**config.mk**
```make
export PLATFORM = sky130hd
export DESIGN_NAME = serial_port_dev_flat
export DESIGN_NICKNAME = d
export VERILOG_FILES = /design/src/hdl/serial_port_pkg.sv /design/src/hdl/serial_port_if.sv /design/src/hdl/serial_port_dev.sv /design/src/flat_wrapper.sv
export VERILOG_INCLUDE_DIRS = /design/src /design/src/hdl
export SDC_FILE = /design/constraint.sdc
export NUM_CORES = 1
export LEC_CHECK = 0
export ABC_AREA = 1
export BUFFER_PORTS_ARGS = -buffer_cell sky130_fd_sc_hd__buf_2
export CORE_UTILIZATION = 30
export DETAILED_ROUTE_END_ITERATION = 10
export PLACE_DENSITY = 0.44
export SYNTH_ARGS = -nofsm -noshare
export SYNTH_HDL_FRONTEND = slang
export SYNTH_SLANG_ARGS = --single-unit
export TNS_END_PERCENT = 30
```
**constraint.sdc**
```tcl
create_clock -name clk -period 14.7 [get_ports clk]
set_clock_uncertainty 0.05 [all_clocks]
set_input_delay 2.205 -clock clk [delete_from_list [all_inputs] [get_ports clk]]
set_output_delay 2.205 -clock clk [all_outputs]
set_load 0.01 [all_outputs]
```
**src/hdl/serial_port_params.svh**
```systemverilog
// Constants shared by both ends of the host serial port
`ifndef SERIAL_PORT_PARAMS_SVH
`define SERIAL_PORT_PARAMS_SVH
`define CLK_HZ        125_000_000
`define BAUD_MIN      1200
`define BAUD_MAX      921_600
`define OVS           16
`define OVS_MID       4'h7
`define OVS_LAST      4'hf
`define DIV_W         13
`define DIV_RST       13'h0044
`define DIV_MIN       13'(`CLK_HZ / (`OVS * `BAUD_MAX))
`define DIV_MAX       13'(`CLK_HZ / (`OVS * `BAUD_MIN))
`define CH_A          8'h41
`define CH_T          8'h54
`define CH_D          8'h44
`define CH_CR         8'h0d
`define P_LAST        4'hf
`define MSG_CONN_LEN  4'h8
`define MSG_NOC_LEN   4'hb
`define A_CTRL        8'h00
`define A_TXDATA      8'h04
`define A_RXDATA      8'h08
`define A_STATUS      8'h0c
`define A_INT_STAT    8'h10
`define A_INT_MASK    8'h14
`define CTRL_PAR_LSB  13
`define CTRL_STOP_BIT 15
`define CTRL_FLOW_BIT 16
`define CTRL_DTR_BIT  17
`define IRQ_W         6
`endif

```
**src/hdl/serial_port_pkg.sv**
```systemverilog
// Types and character-level framing steps for the host serial port
`default_nettype none
package serial_port_pkg;
`include "serial_port_params.svh"

  typedef enum logic [1:0] {PAR_NONE = 2'h0, PAR_EVEN = 2'h1, PAR_ODD = 2'h2} parity_e;
  typedef enum logic [2:0] {
    FR_IDLE = 3'h0, FR_START = 3'h1, FR_DATA = 3'h3, FR_PAR = 3'h2, FR_STOP = 3'h6
  } frame_e;
  typedef enum logic [1:0] {M_CMD = 2'h0, M_DIAL = 2'h1, M_DATA = 2'h3, M_ONLINE = 2'h2} mode_e;

  typedef struct packed {
    logic [`DIV_W-1:0] div;
    logic [1:0]        par;
    logic              two_stop;
    logic              flow_en;
    logic              echo_en;
    logic              dsr_cmd;
    logic              ri_poll;
    logic              dte;
  } port_cfg_s;

  typedef struct packed {
    frame_e     st;
    logic [3:0] os;
    logic [2:0] bitn;
    logic [7:0] sh;
    logic       pb;
    logic       line;
  } tx_s;

  typedef struct packed {
    frame_e     st;
    logic [3:0] os;
    logic [2:0] bitn;
    logic [7:0] sh;
    logic       pb;
    logic       perr;
    logic       ferr;
    logic       done;
  } rx_s;

  function automatic logic [`DIV_W-1:0] clamp_div(logic [`DIV_W-1:0] d);
    return (d < `DIV_MIN) ? `DIV_MIN : ((d > `DIV_MAX) ? `DIV_MAX : d);
  endfunction

  function automatic logic [4:0] hex_val(logic [7:0] c);
    if (c >= 8'h30 && c <= 8'h39) return {1'b1, c[3:0]};
    if ((c >= 8'h41 && c <= 8'h46) || (c >= 8'h61 && c <= 8'h66)) return {1'b1, c[3:0] + 4'h9};
    return 5'h00;
  endfunction

  // Start, data lsb first, optional parity, one or two stop bits
  function automatic tx_s tx_step(tx_s s, logic tick, logic go, logic [7:0] d, port_cfg_s c);
    tx_s  n;
    logic last;
    n = s;
    last = tick && (s.os == `OVS_LAST);
    if (tick && s.st != FR_IDLE) n.os = s.os + 4'h1;
    case (s.st)
      FR_IDLE: if (go) begin
        n.st = FR_START;
        n.os = 4'h0;
        n.sh = d;
        n.bitn = 3'h0;
        n.pb = (c.par == PAR_ODD);
      end
      FR_START: if (last) n.st = FR_DATA;
      FR_DATA: if (last) begin
        n.pb = s.pb ^ s.sh[0];
        n.sh = {1'b0, s.sh[7:1]};
        n.bitn = s.bitn + 3'h1;
        if (s.bitn == 3'h7) n.st = (c.par == PAR_NONE) ? FR_STOP : FR_PAR;
      end
      FR_PAR: if (last) n.st = FR_STOP;
      FR_STOP: if (last) begin
        if (c.two_stop && s.bitn == 3'h0) n.bitn = 3'h1;
        else n.st = FR_IDLE;
      end
      default: n.st = FR_IDLE;
    endcase
    case (n.st)
      FR_START: n.line = 1'b0;
      FR_DATA:  n.line = n.sh[0];
      FR_PAR:   n.line = n.pb;
      default:  n.line = 1'b1;
    endcase
    return n;
  endfunction

  // Sixteen ticks per bit, samples at mid-bit, checks parity and first stop
  function automatic rx_s rx_step(rx_s s, logic tick, logic line, port_cfg_s c);
    rx_s  n;
    logic last;
    n = s;
    n.done = 1'b0;
    last = tick && (s.os == `OVS_LAST);
    if (tick && s.st != FR_IDLE) n.os = s.os + 4'h1;
    case (s.st)
      FR_IDLE: if (tick && !line) begin
        n.st = FR_START;
        n.os = 4'h0;
        n.perr = 1'b0;
        n.pb = (c.par == PAR_ODD);
      end
      FR_START: if (tick && s.os == `OVS_MID) begin
        n.os = 4'h0;
        n.bitn = 3'h0;
        n.st = line ? FR_IDLE : FR_DATA;
      end
      FR_DATA: if (last) begin
        n.sh = {line, s.sh[7:1]};
        n.pb = s.pb ^ line;
        n.bitn = s.bitn + 3'h1;
        if (s.bitn == 3'h7) n.st = (c.par == PAR_NONE) ? FR_STOP : FR_PAR;
      end
      FR_PAR: if (last) begin
        n.perr = (line != s.pb);
        n.st = FR_STOP;
      end
      FR_STOP: if (last) begin
        n.ferr = !line;
        n.done = 1'b1;
        n.st = FR_IDLE;
      end
      default: n.st = FR_IDLE;
    endcase
    return n;
  endfunction
endpackage
`default_nettype wire

```
**src/hdl/serial_port_if.sv**
```systemverilog
// Serial link wires between the module end and the host end
`default_nettype none
interface serial_port_if;
  logic dev_txd;
  logic dev_rxd;
  logic dev_rts_n;
  logic dev_cts_n;
  logic dev_dsr_n;
  logic ring_indicator_out_n;
  modport dev (output dev_txd, dev_rts_n, ring_indicator_out_n,
               input  dev_rxd, dev_cts_n, dev_dsr_n);
  modport host (input  dev_txd, dev_rts_n, ring_indicator_out_n,
                output dev_rxd, dev_cts_n, dev_dsr_n);
endinterface
`default_nettype wire

```
**src/hdl/serial_port_dev.sv**
```systemverilog
// Module end of the host serial port: framing, flow control, dial parser
`default_nettype none
// Overview of operation
// - Own RTS output, low means asserted
// - Host drives CTS input, low means asserted
// - RTS and CTS pace each direction
// - Parity none/even/odd, stop bits, flow selectable
// - Bit rate kept within 1200 to 976562
// - Settings load from flash word at start
// - Idle line is logic high
// - Standard async framing and handshake
// - Host drives DSR from its DTR
// - DSR loss drops link or enters online command
// - Ring output flags incoming connection
// - Ring line pollable when enabled
// - Dial command plus twelve hex digits connects
// - Command echo switchable
// - Terminal or communication equipment role
module serial_port_dev
  import serial_port_pkg::*;
(
  input  wire logic        clk,
  input  wire logic        rst,
  serial_port_if.dev       lk,
  input  wire port_cfg_s   boot_cfg,
  input  wire logic        cfg_load,
  input  wire logic [7:0]  tx_data,
  input  wire logic        tx_valid,
  output logic             tx_ready,
  output logic [7:0]       rx_data,
  output logic             rx_valid,
  input  wire logic        rx_ready,
  output logic             dial_req,
  output logic [47:0]      dial_addr,
  input  wire logic        dial_done,
  input  wire logic        dial_ok,
  input  wire logic        incoming,
  output logic             link_up,
  output logic             link_drop,
  output logic             rx_error,
  output logic             overrun
);
  typedef struct packed {
    port_cfg_s         cfg;
    logic              booted;
    logic [`DIV_W-1:0] pre;
    logic              tick;
    tx_s               tx;
    rx_s               rx;
    mode_e             mode;
    logic [3:0]        pidx;
    logic [47:0]       addr;
    logic              dial_req;
    logic              msg_busy;
    logic              msg_noc;
    logic [3:0]        midx;
    logic              echo_v;
    logic [7:0]        echo_b;
    logic [1:0]        hcnt;
    logic [1:0][7:0]   hold;
    logic              overrun;
    logic              rx_err;
    logic              drop;
    logic              ri_n;
  } dev_s;

  dev_s r;
  dev_s n;

  function automatic logic [7:0] msg_char(logic noc, logic [3:0] i);
    logic [87:0] s;
    s = noc ? {"NO CARRIER", `CH_CR} : {24'h00_0000, "CONNECT", `CH_CR};
    return noc ? s[87 - 8 * i -: 8] : s[63 - 8 * i -: 8];
  endfunction

  logic       cts_ok;
  logic       go;
  logic [7:0] tx_byte;
  logic [7:0] b;
  logic [4:0] hv;

  always_comb begin
    n = r;
    n.booted = 1'b1;
    n.drop = 1'b0;
    n.rx_err = 1'b0;
    n.overrun = 1'b0;
    if (!r.booted || cfg_load) begin
      n.cfg = boot_cfg;
      n.cfg.div = clamp_div(boot_cfg.div);
    end
    // Oversample tick at sixteen times the bit rate
    n.tick = (r.pre == '0);
    n.pre = n.tick ? r.cfg.div - `DIV_W'(1) : r.pre - `DIV_W'(1);

    // Transmit to host: reply text, then echo, then payload
    cts_ok = !r.cfg.flow_en || !lk.dev_cts_n;
    tx_ready = (r.tx.st == FR_IDLE) && cts_ok && !r.msg_busy && !r.echo_v
               && (r.mode == M_DATA);
    go = (r.tx.st == FR_IDLE) && cts_ok
         && (r.msg_busy || r.echo_v || (r.mode == M_DATA && tx_valid));
    tx_byte = r.msg_busy ? msg_char(r.msg_noc, r.midx) : (r.echo_v ? r.echo_b : tx_data);
    n.tx = tx_step(r.tx, r.tick, go, tx_byte, r.cfg);
    if (go && r.msg_busy) begin
      n.midx = r.midx + 4'h1;
      if (r.midx == (r.msg_noc ? `MSG_NOC_LEN : `MSG_CONN_LEN) - 4'h1) n.msg_busy = 1'b0;
    end else if (go && r.echo_v) begin
      n.echo_v = 1'b0;
    end

    // Receive from host; a two-byte hold absorbs the char already in flight
    n.rx = rx_step(r.rx, r.tick, lk.dev_rxd, r.cfg);
    if (rx_ready && r.hcnt != 2'h0) begin
      n.hold[0] = r.hold[1];
      n.hcnt = r.hcnt - 2'h1;
    end
    b = r.rx.sh;
    hv = hex_val(b);
    if (r.rx.done) begin
      if (r.rx.perr || r.rx.ferr) begin
        n.rx_err = 1'b1;
      end else if (r.mode == M_DATA) begin
        if (n.hcnt == 2'h2) begin
          n.overrun = 1'b1;
        end else begin
          n.hold[n.hcnt[0]] = b;
          n.hcnt = n.hcnt + 2'h1;
        end
      end else begin
        if (r.cfg.echo_en) begin
          n.echo_v = 1'b1;
          n.echo_b = b;
        end
        n.pidx = (b == `CH_A) ? 4'h1 : 4'h0;
        case (r.pidx)
          4'h1: if (b == `CH_T) n.pidx = 4'h2;
          4'h2: if (b == `CH_D) n.pidx = 4'h3;
          `P_LAST: if (b == `CH_CR && r.mode == M_CMD) begin
            n.dial_req = 1'b1;
            n.mode = M_DIAL;
          end
          default: if (r.pidx != 4'h0 && hv[4]) begin
            n.pidx = r.pidx + 4'h1;
            n.addr = {r.addr[43:0], hv[3:0]};
          end
        endcase
      end
    end

    // Dial outcome becomes a reply to the host
    if (r.mode == M_DIAL && dial_done) begin
      n.dial_req = 1'b0;
      n.mode = dial_ok ? M_DATA : M_CMD;
      n.msg_busy = 1'b1;
      n.msg_noc = !dial_ok;
      n.midx = 4'h0;
    end

    // Terminal role has no DSR or ring duties
    if (!r.cfg.dte) begin
      if (r.mode == M_DATA && lk.dev_dsr_n) begin
        if (r.cfg.dsr_cmd) begin
          n.mode = M_ONLINE;
        end else begin
          n.mode = M_CMD;
          n.drop = 1'b1;
          n.msg_busy = 1'b1;
          n.msg_noc = 1'b1;
          n.midx = 4'h0;
        end
      end else if (r.mode == M_ONLINE && !lk.dev_dsr_n) begin
        n.mode = M_DATA;
      end
    end
    n.ri_n = !(incoming && r.cfg.ri_poll && !r.cfg.dte);
  end

  always_ff @(posedge clk or posedge rst) begin
    if (rst) begin
      r <= '0;
      r.cfg.div <= `DIV_RST;
      r.tx.line <= 1'b1;
      r.ri_n <= 1'b1;
    end else begin
      r <= n;
    end
  end

  assign lk.dev_txd = r.tx.line;
  // Deasserted while any byte waits, so the in-flight one still fits
  assign lk.dev_rts_n = r.cfg.flow_en && (r.hcnt != 2'h0);
  assign lk.ring_indicator_out_n = r.ri_n;
  assign rx_data = r.hold[0];
  assign rx_valid = (r.hcnt != 2'h0);
  assign dial_req = r.dial_req;
  assign dial_addr = r.addr;
  assign link_up = (r.mode == M_DATA) || (r.mode == M_ONLINE);
  assign link_drop = r.drop;
  assign rx_error = r.rx_err;
  assign overrun = r.overrun;
endmodule // serial_port_dev
`default_nettype wire

```
**src/flat_wrapper.sv**
```systemverilog
// flat-port wrapper written by rule: the top's interface ports become plain ports
module serial_port_dev_flat import serial_port_pkg::*;
  (clk, rst, boot_cfg, cfg_load, tx_data, tx_valid, tx_ready, rx_data, rx_valid, rx_ready, dial_req, dial_addr, dial_done, dial_ok, incoming, link_up, link_drop, rx_error, overrun, lk_dev_txd, lk_dev_rts_n, lk_ring_indicator_out_n, lk_dev_rxd, lk_dev_cts_n, lk_dev_dsr_n);
  serial_port_if lk_i ();
  input  wire logic clk;
  input  wire logic rst;
  input  wire port_cfg_s boot_cfg;
  input  wire logic cfg_load;
  input  wire logic [7:0] tx_data;
  input  wire logic tx_valid;
  output logic tx_ready;
  output logic [7:0] rx_data;
  output logic rx_valid;
  input  wire logic rx_ready;
  output logic dial_req;
  output logic [47:0] dial_addr;
  input  wire logic dial_done;
  input  wire logic dial_ok;
  input  wire logic incoming;
  output logic link_up;
  output logic link_drop;
  output logic rx_error;
  output logic overrun;
  output wire logic [$bits(lk_i.dev_txd)-1:0] lk_dev_txd;
  output wire logic [$bits(lk_i.dev_rts_n)-1:0] lk_dev_rts_n;
  output wire logic [$bits(lk_i.ring_indicator_out_n)-1:0] lk_ring_indicator_out_n;
  input wire logic [$bits(lk_i.dev_rxd)-1:0] lk_dev_rxd;
  input wire logic [$bits(lk_i.dev_cts_n)-1:0] lk_dev_cts_n;
  input wire logic [$bits(lk_i.dev_dsr_n)-1:0] lk_dev_dsr_n;
  assign lk_dev_txd = lk_i.dev_txd;
  assign lk_dev_rts_n = lk_i.dev_rts_n;
  assign lk_ring_indicator_out_n = lk_i.ring_indicator_out_n;
  assign lk_i.dev_rxd = lk_dev_rxd;
  assign lk_i.dev_cts_n = lk_dev_cts_n;
  assign lk_i.dev_dsr_n = lk_dev_dsr_n;
  serial_port_dev u_core (.clk(clk), .rst(rst), .lk(lk_i), .boot_cfg(boot_cfg), .cfg_load(cfg_load), .tx_data(tx_data), .tx_valid(tx_valid), .tx_ready(tx_ready), .rx_data(rx_data), .rx_valid(rx_valid), .rx_ready(rx_ready), .dial_req(dial_req), .dial_addr(dial_addr), .dial_done(dial_done), .dial_ok(dial_ok), .incoming(incoming), .link_up(link_up), .link_drop(link_drop), .rx_error(rx_error), .overrun(overrun));
endmodule
```
==> reports/results.ini <==
[status]
status = finished, final reports clean

[sta]
slew_violations = 0
post-route-min-period_ns = 5.00
hold_ws_ns = 0.370
worst_slack_ns = 9.70
worst_pin_slew_ns = 1.18
final-setup-viol-count = 0
setup-tns-final_ns = 0
fmax_mhz = 200
layout_worst_path_cycle_share = 0.340
relSlewSlack = 0.209
rsz0062_at_grt = false
hold_violations = 0

[clock_tree]
cts.sinks = 170
htreeDepth = 4
clk_path_buf_depth = 2
cts_made_buffers = 17
cts_setup_buffers = 0
ctsHoldBuffers = 0
insertion_delay_ns = 0.43
cts-root-buf = clkbuf_16
clk_pin_slew_ns = 0.07
tritoncts = yes
cts_resized = 0

[yosys]
synthTopCellsByArea = dfrtp_1 (46%), nand2_1 (12%), inv_1 (6.4%)
async_flop_share = 1.00
synth.avg_cell_area_um2 = 7.88
synth_fp_nets = 1207
yosysTopAreaCell = dfrtp_1
yosysSeqAreaShare = 0.472
synth.distinct_cells = 48
syn_area_mm2 = 0.00902
synth_edf_count = 0
synthCells = 1145
synth-seq-cells = 170
ys_warn_count = 0
synth_top_area_frac = 0.460
ys.flop_type = dfrtp_1

[min_path]
holdPathStages = 1
worst_hold_path_type = register to register
hp-start = u_core.r[150]$_DFFE_PP0P_
min_to = u_core.lk.ring_indicator_out_n$_DFF_PP1_

[floorplan]
initial_core_util = 0.304
rows = 63
core_mm2 = 0.0296
die-height_um = 175
ios = 106
die_w_um = 175
dieArea_mm2 = 0.0308

[setup_path]
r2r-start = u_core.b[1]$_DFFE_PP0P_
crit_required_ns = 12.44
cp_max_fo = 2
worst_ep_arrival_time_ns = 2.75
path_class = primary input to output port
reg2reg_setup_slack_ns = 11.49
r2r_cells = 10
worstSetupStartpointType = primary input
r2r-end = u_core.dial_addr[28]$_DFFE_PP0P_
end_kind = output port

[placement]
placed_area_mm2 = 0.00948
io_buffers = 105
dp_slack_ns = 9.69
gp_congestion = 0.783
place_hpwl_um = 15900

[global_route]
grt-ovfl-total = 0
grt_pass1_wl_um = 36800
antenna_found_initial = 0
grt_usage = 0.151
grt_max_degree = 101
grt_pass1_vias = 7127

[cells_and_area]
layout.cells.most_common = nand2_1
multi_input_area_mm2 = 0.00358
antenna_cells = 0
stdcell_area_mm2 = 0.0101
seq_area_mm2 = 0.00426
drive_gt1_frac = 0.145
area_growth_pct = 11.6
n_fill_cell = 3237
nNetsFinal = 1250
final_cell_mix = nand2_1 (295), dfrtp_1 (166), inv_1 (154)
fin_util = 0.340

[detailed_routing]
dr.pass1.iters = 5
drc_errors = 0
wl_per_cell_um = 13.8
wl_um = 22000
antenna_left = 0
via_per_inst = 4.51
vias = 7180
drtIter0Drc = 405

[job]
maxCapViolCount = 0

[power_and_ir_drop]
powerDensity_mw_per_mm2 = 118
leakage_nw = 5.16
peakVddDrop_mv = 0.0714

==> worst max-delay path, stage by stage <==
cell and delay [ns]:
buf_2 0.09, nand2_1 0.06, nand2_1 0.07, nor4_1 0.15
buf_2 0.17
==> cell families (layout without fill, tap and decap cells) <==
family | count (synthesis) | count (layout) | synth area share
other | 1 | 1 | 0.000416
muxes | 3 | 3 | 0.00333
buffers and inverters | 244 | 300 | 0.131
adders and majority gates | 22 | 22 | 0.0305
AOI/OAI and AO/OA | 178 | 178 | 0.109
xor gates and xnor gates | 14 | 14 | 0.0144
DFF | 170 | 170 | 0.472
and+or+nand+nor | 513 | 513 | 0.239
==> state kept, by name, summed over array words and instances (netlist names), 8 cells and up, named ones only <==
register,count
u_core.rx_data,8
u_core.b,8
u_core.dial_addr,48
u_core.r,92
==> metal layers <==
metal | wire length (um) | GRT usage
met1 | 10700 | 0.198
met2 | 10400 | 0.256
met3 | 642 | 0.0258
met4 | 206 | 0.0391
met5 | 0 | 0
==> worst max path at each step <==
stage | from | end | depth (start not counted)
6_report | lk_dev_cts_n | tx_ready | 5
5_1_grt | lk_dev_cts_n | tx_ready | 5
4_1_cts | lk_dev_cts_n | tx_ready | 5
3_3_place_gp | lk_dev_cts_n | tx_ready | 5
2_1_floorplan | rst | async pin | 1
3_5_place_dp | lk_dev_cts_n | tx_ready | 5
==> synthesized netlist by cell type, types with 2 or more instances <==
library cell	count
nand3_1	83
o32ai_1	2
a22o_1	2
xor2_1	10
o211ai_1	4
clkbuf_1	10
nand2_2	3
buf_6	3
dfstp_2	4
mux2i_1	3
nor4_1	6
nand4_1	8
o22ai_1	5
a31oi_1	11
nor2_1	93
ha_1	22
a21oi_1	22
dfrtp_1	166
xnor2_1	3
nor3_1	7
inv_2	6
o221ai_1	2
or2_2	7
o21ai_0	90
inv_1	155
nand2_1	295
buf_2	8
a22oi_1	3
buf_4	61
a21boi_1	3
o21ai_1	26
nor2_2	6
==> final cells by class <==
| class | instances | area share |
|---|---|---|
| flip-flops and latches | 170 | 0.423 |
| multi-input cells | 731 | 0.356 |
| inverters | 162 | 0.0611 |
| repair buffers | 106 | 0.0529 |
| well taps | 390 | 0.0485 |
| clock buffers | 18 | 0.0436 |
| clock inverters | 14 | 0.0150 |
==> stage by stage <==
stage	cells	total power, mW
after floorplan	1145	0.680
after global placement	1559	0.738
after detailed placement	1559	0.738
after CTS	1591	1.21
after global routing	1591	1.26
final	1591	1.18
==> power breakdown <==
group	total [mW]	switching, mW	internal, mW
Sequential	0.515	0.0188	0.496
Clock	0.458	0.212	0.246
Combinational	0.211	0.145	0.0657
Note: power is estimated with default switching activity, not from simulation.
